`config.mk`:
```
export PLATFORM = sky130hd
export DESIGN_NAME = llcs_sequencer
export DESIGN_NICKNAME = d
export VERILOG_FILES = /design/src/common/llcs_pkg.sv /design/src/common/llcs_tmr_if.sv /design/src/rtl/llcs_timers.sv /design/src/rtl/llcs_sequencer.sv
export VERILOG_INCLUDE_DIRS = /design/src /design/src/common
export SDC_FILE = /design/constraint.sdc
export NUM_CORES = 1
export LEC_CHECK = 0
export BUFFER_PORTS_ARGS = -buffer_cell sky130_fd_sc_hd__buf_2
export CAP_MARGIN = 0
export CORE_ASPECT_RATIO = 1.1
export CORE_MARGIN = 5
export CORE_UTILIZATION = 59
export DETAILED_ROUTE_END_ITERATION = 16
export MAX_ROUTING_LAYER = met4
export PLACE_DENSITY = 0.84
export RECOVER_POWER = 50
export SLEW_MARGIN = 15
export SYNTH_ARGS = -nofsm -noshare
export SYNTH_HDL_FRONTEND = slang
export SYNTH_HIERARCHICAL = 1
export SYNTH_SLANG_ARGS = --single-unit
```
`constraint.sdc`:
```
create_clock -name pclk -period 5.15 [get_ports pclk]
set_input_delay 0.515 -clock pclk [delete_from_list [all_inputs] [get_ports pclk]]
set_output_delay 0.515 -clock pclk [all_outputs]
set_load 0.05 [all_outputs]
```
`src/common/llcs_defs.svh`:
```
// Offsets, field positions, reset values and timing counts of the supervisory sequencer
`ifndef LLCS_DEFS_SVH
`define LLCS_DEFS_SVH

// ======================================================================
// Clock and timing
`define LLCS_CLK_NS            4
`define LLCS_START_BLANK_NS    8000
`define LLCS_START_BLANK_CYC   ((`LLCS_START_BLANK_NS + `LLCS_CLK_NS - 1) / `LLCS_CLK_NS)
`define LLCS_OTP_BLANK_NS      16000
`define LLCS_OTP_BLANK_CYC     ((`LLCS_OTP_BLANK_NS + `LLCS_CLK_NS - 1) / `LLCS_CLK_NS)
`define LLCS_SOFT_START_NS     1000000
`define LLCS_SOFT_START_CYC    ((`LLCS_SOFT_START_NS + `LLCS_CLK_NS - 1) / `LLCS_CLK_NS)
`define LLCS_RECOVERY_NS       1000000000
`define LLCS_RECOVERY_CYC      ((`LLCS_RECOVERY_NS + `LLCS_CLK_NS - 1) / `LLCS_CLK_NS)

// ======================================================================
// Timer channels
`define LLCS_TMR_N             4
`define LLCS_TMR_START         0
`define LLCS_TMR_OTP           1
`define LLCS_TMR_SOFT          2
`define LLCS_TMR_REC           3

// ======================================================================
// Comparator flag positions
`define LLCS_FLAG_N            10
`define LLCS_F_HV              0
`define LLCS_F_RESET           1
`define LLCS_F_OFF             2
`define LLCS_F_ON              3
`define LLCS_F_BULK            4
`define LLCS_F_SKIP_IN         5
`define LLCS_F_SKIP_OUT        6
`define LLCS_F_OVLD            7
`define LLCS_F_OVP             8
`define LLCS_F_OTP             9

// ======================================================================
// Register map
`define LLCS_CTRL_OFS          12'h000
`define LLCS_STATUS_OFS        12'h004
`define LLCS_CTRL_LATCH_BIT    0
`define LLCS_CTRL_RUN_BIT      1
`define LLCS_CTRL_RST          2'h2
`define LLCS_ST_STATE_LSB      0
`define LLCS_ST_FLAG_LSB       4
`define LLCS_ST_FIRST_ON_BIT   14
`define LLCS_ST_DRV_BIT        15

`endif

```
`src/common/llcs_pkg.sv`:
```
// Types of the supervisory sequencer
package llcs_pkg;

   typedef enum logic [3:0] {
      LLCS_OFF,
      LLCS_CHARGE,
      LLCS_WAIT,
      LLCS_SOFT,
      LLCS_RUN,
      LLCS_SKIP,
      LLCS_REC,
      LLCS_BROWN,
      LLCS_LATCH
   } llcs_state_t;

   typedef enum logic [1:0] {
      LLCS_FSM_OFF,
      LLCS_FSM_ACTIVE,
      LLCS_FSM_REG1
   } llcs_fs_mode_t;

endpackage : llcs_pkg

```
`src/common/llcs_tmr_if.sv`:
```
// Start and busy lines between the sequencer and its delay timers
`include "llcs_defs.svh"

interface llcs_tmr_if;
   logic [`LLCS_TMR_N-1:0] go;
   logic [`LLCS_TMR_N-1:0] busy;

   modport seq (output go, input busy);
   modport tmr (input go, output busy);
endinterface : llcs_tmr_if

```
`src/rtl/llcs_timers.sv`:
```
// Blanking, soft-start and recovery delay timers
`include "llcs_defs.svh"

module llcs_timers #(
   parameter int unsigned START_CYC = `LLCS_START_BLANK_CYC,
   parameter int unsigned OTP_CYC   = `LLCS_OTP_BLANK_CYC,
   parameter int unsigned SOFT_CYC  = `LLCS_SOFT_START_CYC,
   parameter int unsigned REC_CYC   = `LLCS_RECOVERY_CYC
) (
   input  wire logic pclk,
   input  wire logic presetn,
   llcs_tmr_if.tmr   tmr
);

   localparam int unsigned LOADS [`LLCS_TMR_N] = '{START_CYC, OTP_CYC, SOFT_CYC, REC_CYC};

   // ======================================================================
   // One down-counter per channel; busy for exactly its load in cycles
   genvar i;
   generate
      for (i = 0; i < `LLCS_TMR_N; i++) begin : g_tmr
         logic [31:0] cnt_r;
         logic [31:0] cnt_nxt;
         assign cnt_nxt = tmr.go[i] ? LOADS[i] : ((cnt_r != 32'h0) ? cnt_r - 32'h1 : 32'h0);
         assign tmr.busy[i] = (cnt_r != 32'h0);
         always_ff @(posedge pclk or negedge presetn) begin
            if (!presetn) begin
               cnt_r <= 32'h0;
            end else begin
               cnt_r <= cnt_nxt;
            end
         end
      end
   endgenerate

endmodule : llcs_timers

```
`src/rtl/llcs_sequencer.sv`:
```
// Supervisory state sequencer with APB control and status registers
//
// Our own choices: the APB slave port and the address map.
`include "llcs_defs.svh"

// Summary of operation
// RQ1 - HV source charges supply until turn-on
// RQ2 - Reset level: bias blocks, start blanking
// RQ3 - Mode output changes at first turn-on
// RQ4 - Stop at turn-on: drivers off, self-supply
// RQ5 - Drivers only when on and fault-free
// RQ6 - Every restart: startup then soft-start
// RQ7 - Overload stops switching, unbiases blocks
// RQ8 - Overload enters self-supply operation
// RQ9 - Overload runs fixed recovery delay
// RQ10 - Recovery end: recharge, rebias, blanking
// RQ11 - Skip level: stop, keep feedback only
// RQ12 - Skip exit: rebias, drivers burst
// RQ13 - Skip keeps HV source off if adequate
// RQ14 - Burst start opens over-temperature blanking
// RQ15 - Bulk low: drivers, fault block off
// RQ16 - Brown-out drives front stage supply level
// RQ17 - Bulk good: recharge, bias, blanking
// RQ18 - Bulk good flag includes hysteresis
// RQ19 - Latch held until below reset level
// RQ20 - Flags synchronized, clocked transitions
// RQ21 - Faults ignored during startup blanking
module llcs_sequencer #(
   parameter int unsigned OTP_CYC  = `LLCS_OTP_BLANK_CYC,
   parameter int unsigned SOFT_CYC = `LLCS_SOFT_START_CYC,
   parameter int unsigned REC_CYC  = `LLCS_RECOVERY_CYC
) (
   input  wire logic        pclk,
   input  wire logic        presetn,
   input  wire logic        psel,
   input  wire logic        penable,
   input  wire logic        pwrite,
   input  wire logic [11:0] paddr,
   input  wire logic [31:0] pwdata,
   output logic [31:0]      prdata,
   output logic             pready,
   output logic             pslverr,
   input  wire logic        high_voltage_input_ok,
   input  wire logic        supply_above_reset_level,
   input  wire logic        supply_above_off_level,
   input  wire logic        supply_above_turn_on_level,
   input  wire logic        bulk_level_good,
   input  wire logic        feedback_at_skip_level,
   input  wire logic        feedback_above_skip_exit,
   input  wire logic        overload_detect,
   input  wire logic        fault_overvoltage,
   input  wire logic        fault_overtemp,
   output logic             half_bridge_drivers_en,
   output logic             bias_all_en,
   output logic             bias_fb_supply_en,
   output logic             fault_input_block_en,
   output logic             hv_source_en,
   output logic             self_supply_mode,
   output llcs_pkg::llcs_fs_mode_t front_stage_mode_out
);

   // ======================================================================
   // Comparator flag synchronisers
   logic [`LLCS_FLAG_N-1:0] raw_flags;
   logic [`LLCS_FLAG_N-1:0] meta_r;
   logic [`LLCS_FLAG_N-1:0] flag_r;

   assign raw_flags = {fault_overtemp, fault_overvoltage, overload_detect,
                       feedback_above_skip_exit, feedback_at_skip_level, bulk_level_good,
                       supply_above_turn_on_level, supply_above_off_level,
                       supply_above_reset_level, high_voltage_input_ok};

   genvar g;
   generate
      for (g = 0; g < `LLCS_FLAG_N; g++) begin : g_sync
         always_ff @(posedge pclk or negedge presetn) begin
            if (!presetn) begin
               meta_r[g] <= 1'b0;
               flag_r[g] <= 1'b0;
            end else begin
               meta_r[g] <= raw_flags[g];         // [RQ20]
               flag_r[g] <= meta_r[g];
            end
         end
      end
   endgenerate

   wire s_hv      = flag_r[`LLCS_F_HV];
   wire s_reset   = flag_r[`LLCS_F_RESET];
   wire s_off_ok  = flag_r[`LLCS_F_OFF];
   wire s_on      = flag_r[`LLCS_F_ON];
   wire s_bulk    = flag_r[`LLCS_F_BULK];        // Comparator already carries hysteresis [RQ18]
   wire s_skip_in = flag_r[`LLCS_F_SKIP_IN];
   wire s_skip_ex = flag_r[`LLCS_F_SKIP_OUT];
   wire s_ovld    = flag_r[`LLCS_F_OVLD];
   wire s_ovp     = flag_r[`LLCS_F_OVP];
   wire s_otp     = flag_r[`LLCS_F_OTP];

   // ======================================================================
   // Timers
   llcs_tmr_if tmr_if ();

   llcs_timers #(
      .START_CYC (`LLCS_START_BLANK_CYC),
      .OTP_CYC   (OTP_CYC),
      .SOFT_CYC  (SOFT_CYC),
      .REC_CYC   (REC_CYC)
   ) u_timers (
      .pclk    (pclk),
      .presetn (presetn),
      .tmr     (tmr_if.tmr)
   );

   wire start_busy = tmr_if.busy[`LLCS_TMR_START];
   wire otp_busy   = tmr_if.busy[`LLCS_TMR_OTP];
   wire soft_busy  = tmr_if.busy[`LLCS_TMR_SOFT];
   wire rec_busy   = tmr_if.busy[`LLCS_TMR_REC];

   // ======================================================================
   // Control register
   logic [1:0] ctrl_r;
   wire latch_mode = ctrl_r[`LLCS_CTRL_LATCH_BIT];
   wire run_en     = ctrl_r[`LLCS_CTRL_RUN_BIT];

   // ======================================================================
   // Sequencer
   llcs_pkg::llcs_state_t state_r;
   llcs_pkg::llcs_state_t state_nxt;
   logic                  first_on_r;
   logic                  first_on_nxt;

   // Faults count only after startup blanking, OTP also after burst blanking
   wire faults_live = !start_busy && (s_ovld || (fault_input_block_en &&
                      (s_ovp || (s_otp && !otp_busy))));         // [RQ21] [RQ14]
   wire ext_fault   = !start_busy && fault_input_block_en &&
                      (s_ovp || (s_otp && !otp_busy));
   wire stop_cond   = !s_bulk || !run_en;
   wire charge_done = (state_r == llcs_pkg::LLCS_CHARGE) && !start_busy && s_on;

   always_comb begin
      state_nxt = state_r;
      if (!s_reset) begin
         state_nxt = llcs_pkg::LLCS_OFF;                          // [RQ19]
      end else begin
         case (state_r)
            llcs_pkg::LLCS_OFF: begin
               state_nxt = llcs_pkg::LLCS_CHARGE;                // [RQ2]
            end
            llcs_pkg::LLCS_CHARGE: begin
               if (charge_done) begin
                  if (stop_cond || faults_live) begin
                     state_nxt = llcs_pkg::LLCS_WAIT;            // [RQ4]
                  end else begin
                     state_nxt = llcs_pkg::LLCS_SOFT;            // [RQ5] [RQ6]
                  end
               end
            end
            llcs_pkg::LLCS_WAIT: begin
               if (s_bulk && run_en && !faults_live) begin
                  state_nxt = llcs_pkg::LLCS_CHARGE;             // [RQ17]
               end
            end
            llcs_pkg::LLCS_SOFT, llcs_pkg::LLCS_RUN: begin
               if (!s_bulk) begin
                  state_nxt = llcs_pkg::LLCS_BROWN;              // [RQ15]
               end else if (ext_fault && latch_mode) begin
                  state_nxt = llcs_pkg::LLCS_LATCH;
               end else if (faults_live || !run_en) begin
                  state_nxt = llcs_pkg::LLCS_REC;                // [RQ7] [RQ9]
               end else if (state_r == llcs_pkg::LLCS_SOFT) begin
                  if (!soft_busy) begin
                     state_nxt = llcs_pkg::LLCS_RUN;
                  end
               end else if (s_skip_in) begin
                  state_nxt = llcs_pkg::LLCS_SKIP;               // [RQ11]
               end
            end
            llcs_pkg::LLCS_SKIP: begin
               if (s_skip_ex) begin
                  state_nxt = llcs_pkg::LLCS_RUN;                // [RQ12]
               end
            end
            llcs_pkg::LLCS_REC: begin
               if (!rec_busy) begin
                  state_nxt = llcs_pkg::LLCS_CHARGE;             // [RQ10]
               end
            end
            llcs_pkg::LLCS_BROWN: begin
               if (s_bulk) begin
                  state_nxt = llcs_pkg::LLCS_CHARGE;             // [RQ17]
               end
            end
            llcs_pkg::LLCS_LATCH: begin
               state_nxt = llcs_pkg::LLCS_LATCH;                  // [RQ19]
            end
            default: begin
               state_nxt = llcs_pkg::LLCS_OFF;
            end
         endcase
      end
   end

   wire entering = (state_nxt != state_r);
   assign tmr_if.go[`LLCS_TMR_START] = entering && (state_nxt == llcs_pkg::LLCS_CHARGE);
   assign tmr_if.go[`LLCS_TMR_SOFT]  = entering && (state_nxt == llcs_pkg::LLCS_SOFT);
   assign tmr_if.go[`LLCS_TMR_REC]   = entering && (state_nxt == llcs_pkg::LLCS_REC);
   assign tmr_if.go[`LLCS_TMR_OTP]   = entering && (state_r == llcs_pkg::LLCS_SKIP); // [RQ14]

   assign first_on_nxt = (state_nxt == llcs_pkg::LLCS_OFF) ? 1'b0 : (first_on_r || charge_done);

   always_ff @(posedge pclk or negedge presetn) begin
      if (!presetn) begin
         state_r    <= llcs_pkg::LLCS_OFF;
         first_on_r <= 1'b0;
      end else begin
         state_r    <= state_nxt;
         first_on_r <= first_on_nxt;                              // [RQ3]
      end
   end

   // ======================================================================
   // Output decode
   wire st_off   = (state_r == llcs_pkg::LLCS_OFF);
   wire st_drv   = (state_r == llcs_pkg::LLCS_SOFT) || (state_r == llcs_pkg::LLCS_RUN);
   wire st_dss   = (state_r == llcs_pkg::LLCS_WAIT) || (state_r == llcs_pkg::LLCS_REC) ||
                   (state_r == llcs_pkg::LLCS_BROWN) || (state_r == llcs_pkg::LLCS_LATCH);
   wire st_quiet = (state_r == llcs_pkg::LLCS_SKIP) || (state_r == llcs_pkg::LLCS_REC) ||
                   (state_r == llcs_pkg::LLCS_LATCH);

   assign half_bridge_drivers_en = st_drv;                        // [RQ5]
   assign bias_all_en            = !st_off && !st_quiet;          // [RQ7] [RQ11]
   assign bias_fb_supply_en      = !st_off;
   assign fault_input_block_en   = bias_all_en && (state_r != llcs_pkg::LLCS_BROWN); // [RQ15]
   assign self_supply_mode       = st_dss;                        // [RQ8]
   // Off state refills whenever HV is ok, skip only below the off level, charge and self-supply only below turn-on
   assign hv_source_en = st_off ? s_hv :                          // [RQ1]
                         (state_r == llcs_pkg::LLCS_SKIP) ? !s_off_ok :  // [RQ13]
                         (st_dss || (state_r == llcs_pkg::LLCS_CHARGE)) ? !s_on : 1'b0;
   assign front_stage_mode_out =
      (state_r == llcs_pkg::LLCS_BROWN) ? llcs_pkg::LLCS_FSM_REG1 :      // [RQ16]
      first_on_r ? llcs_pkg::LLCS_FSM_ACTIVE : llcs_pkg::LLCS_FSM_OFF;  // [RQ3]

   // ======================================================================
   // APB slave, zero wait states, read data captured in the setup cycle
   wire        setup    = psel && !penable;
   wire        hit_ctrl = (paddr == `LLCS_CTRL_OFS);
   wire        hit_stat = (paddr == `LLCS_STATUS_OFS);
   wire        wr_ctrl  = psel && penable && pwrite && hit_ctrl;
   wire [31:0] status_w;
   wire [31:0] rd_mux;
   logic [31:0] prdata_r;
   logic        err_r;

   assign status_w = {16'h0, half_bridge_drivers_en, first_on_r, flag_r, state_r};
   assign rd_mux   = hit_ctrl ? {30'h0, ctrl_r} : (hit_stat ? status_w : 32'h0);

   always_ff @(posedge pclk or negedge presetn) begin
      if (!presetn) begin
         ctrl_r   <= `LLCS_CTRL_RST;
         prdata_r <= 32'h0;
         err_r    <= 1'b0;
      end else begin
         if (wr_ctrl) begin
            ctrl_r <= pwdata[1:0];
         end
         if (setup) begin
            prdata_r <= pwrite ? 32'h0 : rd_mux;
            err_r    <= !(hit_ctrl || (hit_stat && !pwrite));
         end
      end
   end

   assign prdata  = prdata_r;
   assign pready  = 1'b1;
   assign pslverr = psel && penable && err_r;
endmodule : llcs_sequencer

```
==> reports/qor.yml, run 1 <==
critical_path:
  start_kind: "register"
  critPathSlowestCell: "nor4_2"
  end_kind: "register"
  required_ns: 5.43
  crit_chain: "nor4_2 -> nand4b_1 -> nor4_2 -> inv_1 -> o41ai_1 -> buf_4 -> nand2_1 -> o221ai_2 -> nand3_1 -> a311oi_1 -> o21bai_2 -> nor2_1"
  cpMostUsedCell: "nor4_2"
  slowest_delay_ns: 0.58
  path_class: "reg2reg"
  critPathMaxFanout: 23
  worst_path_dominant_cell_family: "simple AND/OR/NAND/NOR gates"
  arrival_ns: 4.84
  critical_path_buf_inv_count: 2
clocking:
  clk_path_buf_depth: 2
  numCtsBuffers: 17
  cts.reportedPaths.clkPinSlew_ns: 0.07
  cts_hold_buf: 0
  cts_setup_buffers: 0
  clock_latency_ns: 0.44
  cts_root_buf: "clkbuf_16"
  cts_resized: 0
  htree_levels: 4
  cts_sinks: 172
  cts_tree: "yes"
floorplan:
  io_pins: 101
  die_w_um: 124
  die_y_um: 136
  rows: 46
  start_util_pct: 59.6
  coreArea_mm2: 0.0143
  dieArea_mm2: 0.0169
sta:
  max_freq_ghz: 0.219
  setup_viol: 0
  rsz0062_at_grt: "false"
  worst_pin_slew_ns: 4.01
  drv_slew: 93
  whs_ns: 0.179
  report.final.hold_viol_count: 0
  finClkSkew_ns: 0.00957
  relSlewSlack_pct: -167
  period_needed_ns: 4.56
  tns_ns: 0
  post-route-period-util_pct: 88.6
synth:
  yosysSeqAreaShare_pct: 50.6
  yosysTopAreaCell: "dfrtp_1"
  synth_cell_type_count: 67
  synth.top_cell.area_share_pct: 50.3
  ys_ff_latch: 172
  syn_avg_cell_area_um2: 10.0
  syn_inst: 848
  yosys_warnings: 6
  syn_area_mm2: 0.00850
  ys.flop_type: "dfrtp_1"
  synth.area.top_cells: "dfrtp_1 (50%), xnor2_1 (7.9%), nor2_1 (5.9%), nor4_1 (3.2%), xor2_1 (3.0%)"
  async_flop_share_pct: 100
  synth_edf_count: 0
routing:
  ant_nets: 0
  routed.top_layer: "met4"
  drt-met1-wl_mm: 7.96
  vias_per_cell: 5.86
  route.met3.wl_um: 969
  wl_per_cell_um: 16.7
  drt_iter0_markers: 604
  dr_total_vias: 6471
  firstDrtPassIters: 6
  drcViolationCount: 0
  routed_wirelength_mm: 18.4
  dr_wl_met2_mm: 9.07
grt:
  grt_max_degree: 93
  grt_use_total_pct: 23.0
  antenna_found_initial: 0
  grt_pass1_wl_mm: 30.8
  overflow: 0
  grt_pass1_vias: 6360
placed_design:
  dp_hpwl_mm: 11.9
  placed_area_mm2: 0.00890
  port-buffer-count: 53
  place_congestion: 0.919
  dp_cells: 1072
final_layout:
  layout.cells.non_filler: 1104
  fillers: 1110
  postLayoutCellArea_mm2: 0.00956
  antenna_cells: 0
  drive_gt1_share_pct: 13.8
  final_net_count: 963
  area_growth_pct: 12.4
hold_path:
  hold_class: "in2reg"
run:
  cap_violations: 1
power_and_ir_drop:
  ir_drop_v: 0.000254
  leakagePower_nw: 4.51
  p_per_area_mw_per_mm2: 415
outcome:
  status: "finished with violations"
  violations: "capacitance limit, slew limit"
metrics by stage:
step	total power [mW]	worst slack, ns	utilization (%)
floorplan	2.37	1.10	-
global placement	2.50	0.779	62.4
detailed placement	2.54	0.704	62.4
CTS	3.98	0.619	67.0
global route	4.16	0.194	67.0
finish	3.97	0.588	67.0
sequential cells by signal, summed over array words and instances, names as in the netlist:
signal	flops
s_ovld	1
s_skip_in	1
s_bulk	1
s_hv	1
ctrl_r	2
meta_r	10
s_skip_ex	1
s_ovp	1
err_r	1
s_otp	1
u_timers/g_tmr.cnt_r	128
s_off_ok	1
prdata	16
state_r	4
first_on_r	1
s_reset	1
s_on	1
report_power, final:
part | leakage (nW) | switching (mW) | internal [mW] | total, mW
registers | 2.22 | 0.268 | 1.59 | 1.86
logic | 1.98 | 0.369 | 0.320 | 0.689
clock network | 0.306 | 0.540 | 0.876 | 1.42
logic make-up (layout without fill, tap and decap cells):
group | after synthesis | in the layout | share of synthesized area, %
and+or+nand+nor | 377 | 377 | 23.3
DFF | 172 | 172 | 50.6
AOI/OAI and AO/OA | 112 | 112 | 9.43
xor gates and xnor gates | 106 | 106 | 10.9
buffers and inverters | 66 | 115 | 3.91
muxes | 8 | 8 | 0.971
adders and majority gates | 5 | 5 | 0.736
other | 2 | 17 | 0.0883
layer usage:
metal | vias up | GRT usage [%]
li1 | 3066 | -
met1 | 3142 | 28.7
met2 | 225 | 37.2
met3 | 38 | 5.50
met4 | 0 | 7.92
met5 | - | -
final timing paths:
kind,start,to,slack (ns),depth (start not counted)
setup / recovery,u_timers/g_tmr[0].cnt_r[5],u_timers/g_tmr[2].cnt_r[25],0.59,12
hold / removal,feedback_above_skip_exit,meta_r[6],0.18,1
setup reg to reg,u_timers/g_tmr[0].cnt_r[5],u_timers/g_tmr[2].cnt_r[25],0.59,12
hold reg to reg,meta_r[9],s_otp,0.35,0
max in group asynchronous,presetn,prdata[0],1.26,1
min in group asynchronous,presetn,u_timers/g_tmr[3].cnt_r[28],1.63,1
placed cells by master (no fill, tap or decap), drive strengths merged, types with 11 or more instances in the layout:
cell	instances
inv	19
a22o	14
or4	27
or3	14
nand3	11
a21o	19
conb	17
nor4	47
clkbuf	20
xor2	29
xnor2	77
nand2	42
buf	63
dfrtp	171
a21oi	21
nor2	133
o21ai	18
or2	11
nor3	45
o21bai	13
area by class of cell:
type,count,area (um^2),area share (%)
Sequential cell,172,4310,45.0
Multi-Input combinational cell,625,3930,41.1
Clock buffer,19,443,4.63
Timing Repair Buffer,65,358,3.74
Tap cell,192,240,2.51
Clock inverter,13,215,2.25
Inverter,18,67.6,0.707
Yosys cell counts, types with 8 or more instances:
library cell and instances:
a21oi_1 20, nor2_1 133, dfrtp_1 171, nor4_1 44
o21bai_1 12, a21o_1 19, nand3_1 11, clkbuf_1 16
nand4_1 10, buf_2 11, or4_1 24, or3_1 13
xnor2_1 77, nand2_1 42, nor3_1 43, inv_1 17
or2_2 8, buf_4 17, o21ai_0 17, a22o_1 14
xor2_1 29
Note: power is estimated with default switching activity, not from simulation.
==> run 2, diff against run 1 <==
--- a/config.mk
+++ b/config.mk
@@ -13,10 +13,9 @@
 export CORE_UTILIZATION = 59
 export DETAILED_ROUTE_END_ITERATION = 16
 export MAX_ROUTING_LAYER = met4
-export PLACE_DENSITY = 0.84
+export PLACE_DENSITY = 0.83
 export RECOVER_POWER = 50
 export SLEW_MARGIN = 15
 export SYNTH_ARGS = -nofsm -noshare
 export SYNTH_HDL_FRONTEND = slang
-export SYNTH_HIERARCHICAL = 1
 export SYNTH_SLANG_ARGS = --single-unit
==> run 2 against run 1 <==
Compared with the run above:
- the run still ends with capacitance limit, slew limit left
- clock power shrank 11%
- critical path type unchanged
- via count increased by 2.9%
- global-route usage rose by 0.53 points
- sequential power rose by 13%
- worst hold slack improved by 0.0040 ns
- critical path depth shrank 3
- sequential share of layout area shrank 0.73 points
- largest power group unchanged
- total power rose by 12%
- register-to-register slack better by 0.54 ns
- sequential cell count did not move
==> reports/qor.yml, run 2 <==
power_and_ir_drop:
  netSwitchingPower_mw: 1.46  # was 1.18 mW
  internal_power_mw: 2.98  # was 2.79 mW
  finalPower_mw: 4.44  # was 3.97 mW
  power.switching_fraction_pct: 32.9  # was 29.7%
  clockPowerShare_pct: 28.7  # was 35.7%
  leakagePower_nw: 4.12  # was 4.51 nW
  p_per_area_mw_per_mm2: 457  # was 415 mW/mm^2
  ir_drop_v: 0.000245  # was 0.000254 V
  seqPwrFrac_pct: 47.3  # was 46.9%
  comb_power_share_pct: 24.0  # was 17.4%
critical_path:
  cpMostUsedCell: "or4_1"  # was nor4_2
  reg2regPathDepth: 9  # was 12
  crit_chain: "or4_1 -> or4_1 -> nor4_4 -> a21oi_2 -> o21ai_0 -> a211oi_1 -> a2111oi_0 -> o31a_1 -> nor3_1"  # was nor4_2 -> nand4b_1 -> nor4_2 -> inv_1 -> o41ai_1 -> buf_4 -> nand2_1 -> o221ai_2 -> nand3_1 -> a311oi_1 -> o21bai_2 -> nor2_1
  end_kind: "register"  # unchanged
  critical_path_buf_inv_count: 0  # was 2
  critPathSlowestCell: "o31a_1"  # was nor4_2
  worstReg2RegEnd: "u_timers.g_tmr[3].cnt_r[2]"  # was u_timers/g_tmr[2].cnt_r[25]
  slowest_delay_ns: 0.74  # was 0.58 ns
  worst_path_dominant_cell_family: "compound AO/OA/AOI/OAI gates"  # was simple AND/OR/NAND/NOR gates
  arrival_ns: 4.30  # was 4.84 ns
  r2r-start: "u_timers.g_tmr[1].cnt_r[10]"  # was u_timers/g_tmr[0].cnt_r[5]
  path_class: "reg2reg"  # unchanged
  critPathMaxFanout: 18  # was 23
  required_ns: 5.43  # about the same
  rrSetupSlack_ns: 1.12  # was 0.59 ns
  start_kind: "register"  # unchanged
synth:
  syn_inst: 868  # was 848
  synth.area.top_cells: "dfrtp_1 (49%), xnor2_1 (7.4%), nor3_1 (5.9%), xor2_1 (3.4%), nor2_1 (3.0%)"  # was dfrtp_1 (50%), xnor2_1 (7.9%), nor2_1 (5.9%), nor4_1 (3.2%), xor2_1 (3.0%)
  ys_ff_latch: 172  # unchanged
  synth_edf_count: 0  # unchanged
  syn_avg_cell_area_um2: 10.1  # was 10.0 um^2
  synthTopCellsByCount: "dfrtp_1 (171), nor3_1 (103), xnor2_1 (74), nor2_1 (70), nand2_1 (48)"  # was dfrtp_1 (171), nor2_1 (133), xnor2_1 (77), nor4_1 (44), nor3_1 (43)
  synth_cell_type_count: 67  # unchanged
  syn_area_mm2: 0.00876  # was 0.00850 mm^2
  ys.flop_type: "dfrtp_1"  # unchanged
  yosysTopAreaCell: "dfrtp_1"  # unchanged
  yosysMostFrequentCell: "dfrtp_1"  # unchanged
  yosys_warnings: 0  # was 6
  async_flop_share_pct: 100  # unchanged
  synth.top_cell.area_share_pct: 48.9  # was 50.3%
  yosysSeqAreaShare_pct: 49.2  # was 50.6%
routing:
  firstDrtPassIters: 5  # was 6
  wl_per_cell_um: 16.8  # was 16.7 um
  vias_per_cell: 5.95  # was 5.86
  dr_total_vias: 6656  # was 6,471
  ant_nets: 0  # unchanged
  routed_wirelength_mm: 18.8  # was 18.4 mm
  drcViolationCount: 0  # unchanged
  drt_iter0_markers: 630  # was 604
sta:
  worst_pin_slew_ns: 2.56  # was 4.01 ns
  max_freq_ghz: 0.248  # was 0.219 GHz
  drv_slew: 104  # was 93
  tns_ns: 0  # unchanged
  period_needed_ns: 4.03  # was 4.56 ns
  whs_ns: 0.183  # was 0.179 ns
  post-route-period-util_pct: 78.2  # was 88.6%
  finClkSkew_ns: 0.00788  # was 0.00957 ns
  report.final.hold_viol_count: 0  # unchanged
  relSlewSlack_pct: -70.5  # was -167%
  setup_viol: 0  # unchanged
  rsz0062_at_grt: "false"  # unchanged
floorplan:
  io_pins: 101  # unchanged
  rows: 46  # unchanged
  start_util_pct: 60.4  # was 59.6%
  die_w_um: 126  # was 124 um
  dieArea_mm2: 0.0174  # was 0.0169 mm^2
  die_y_um: 138  # was 136 um
  coreArea_mm2: 0.0145  # was 0.0143 mm^2
hold_path:
  whs_endpoint: "meta_r[4]"  # was meta_r[6]
  hold_start: "bulk_level_good"  # was feedback_above_skip_exit
  hold_class: "in2reg"  # unchanged
  hold_depth: 1  # unchanged
final_layout:
  fillers: 1119  # was 1,110
  seq_area_mm2: 0.00431  # unchanged
  top_register: "u_timers.g_tmr.cnt_r"  # was u_timers/g_tmr.cnt_r
  final_net_count: 977  # was 963
  antenna_cells: 0  # unchanged
  layout_commonest_cell: "dfrtp_1"  # unchanged
  area_growth_pct: 10.9  # was 12.4%
  largest_reg_flops: 128  # unchanged
  drive_gt1_share_pct: 14.8  # was 13.8%
  multi_input_area_mm2: 0.00417  # was 0.00393 mm^2
  mostFrequentLayoutCells: "dfrtp_1 (171), nor3_1 (102), xnor2_1 (74)"  # was dfrtp_1 (171), nor2_1 (132), xnor2_1 (77)
clocking:
  cts_resized: 0  # unchanged
  cts.reportedPaths.clkPinSlew_ns: 0.07  # about the same
  cts_sinks: 172  # unchanged
  cts_root_buf: "clkbuf_16"  # unchanged
  cts_hold_buf: 0  # unchanged
  cts_setup_buffers: 0  # unchanged
  clk_path_buf_depth: 2  # unchanged
  clock_latency_ns: 0.43  # was 0.44 ns
  htree_levels: 4  # unchanged
  cts_tree: "yes"  # unchanged
  numCtsBuffers: 17  # unchanged
run:
  cap_violations: 1  # unchanged
grt:
  overflow: 0  # unchanged
  met3_usage_pct: 4.23  # was 5.50%
  antenna_found_initial: 0  # unchanged
  grt_use_total_pct: 23.5  # was 23.0%
  grt_pass1_vias: 6481  # was 6,360
  met2_usage_pct: 36.8  # was 37.2%
  busiest_layer: "met2"  # unchanged
  grt_max_degree: 104  # was 93
  grt_pass1_wl_mm: 32.4  # was 30.8 mm
  grt_use_met1_pct: 31.7  # was 28.7%
placed_design:
  port-buffer-count: 53  # unchanged
  dp_hpwl_mm: 12.3  # was 11.9 mm
  place_congestion: 0.957  # was 0.919
outcome:
  violations: "capacitance limit, slew limit"  # unchanged
  status: "finished with violations"  # unchanged
==> run 2: changes by cell type after synthesis, sizes merged, moves of 8 or more <==
cell / before / now
nor3: 45 / 103
a211oi: 0 / 35
nor4: 47 / 33
a21o: 19 / 9
clkbuf: 16 / 28
nor2: 133 / 70
o22ai: 2 / 10
o21ai: 18 / 33
o21bai: 13 / 5
==> run 2: power groups by stage <==
stage                     sequential (mW)  clock (mW)  combinational (mW)
after floorplan                      2.02           0               0.886
after global placement               2.09           0                1.01
after detailed placement             2.10           0                1.05
after CTS                            2.10        1.29                1.07
after global routing                 2.16        1.34                1.20
final                                2.10        1.27                1.07
==> run 2: logic make-up (layout without fill, tap and decap cells) <==
kind of cell | Yosys count | after routing | share of synthesized area (%)
DFF | 172 | 172 | 49.2
xor gates and xnor gates | 108 | 108 | 10.8
buffers and inverters | 72 | 115 | 4.06
other | 2 | 17 | 0.0857
adders and majority gates | 5 | 5 | 0.714
and+or+nand+nor | 355 | 355 | 21.5
AOI/OAI and AO/OA | 150 | 150 | 13.3
muxes | 4 | 4 | 0.486
==> run 2: metal layers <==
layer,wire (um),vias up
met2,9050,176
met5,0,-
met1,8530,3247
li1,-,3204
met4,309,0
met3,886,29
==> run 2: worst max path at each step <==
stage / startpoint / endpoint / slack [ns] / cells after the start
6_report: u_timers.g_tmr[1].cnt_r[10] / u_timers.g_tmr[3].cnt_r[2] / 1.12 / 9
5_1_grt: u_timers.g_tmr[1].cnt_r[10] / u_timers.g_tmr[3].cnt_r[2] / 0.82 / 9
4_1_cts: u_timers.g_tmr[1].cnt_r[10] / u_timers.g_tmr[3].cnt_r[30] / 1.13 / 9
3_5_place_dp: u_timers.g_tmr[1].cnt_r[10] / u_timers.g_tmr[3].cnt_r[8] / 1.12 / 9
3_3_place_gp: u_timers.g_tmr[3].cnt_r[2] / u_timers.g_tmr[1].cnt_r[8] / 1.25 / 9
2_1_floorplan: u_timers.g_tmr[1].cnt_r[24] / u_timers.g_tmr[1].cnt_r[12] / 1.49 / 11
==> run 2: through the flow <==
stage	instances	area, um^2	worst slack (ns)	util [%]
6_report	1118	9710	1.12	67.0
4_1_cts	1118	9730	1.13	67.1
2_1_floorplan	883	8820	1.49	-
5_1_grt	1118	9710	0.818	67.0
3_3_place_gp	1086	9140	1.25	63.0
3_5_place_dp	1086	9140	1.12	63.0
==> run 2: cell type report <==
cell class	count	share of cell area [%]
clock buffer	19	4.56
clock inverter	13	1.47
inverter	18	0.696
multi-input combinational	639	42.9
sequential	172	44.3
tap	192	2.47
timing repair buffer	65	3.57
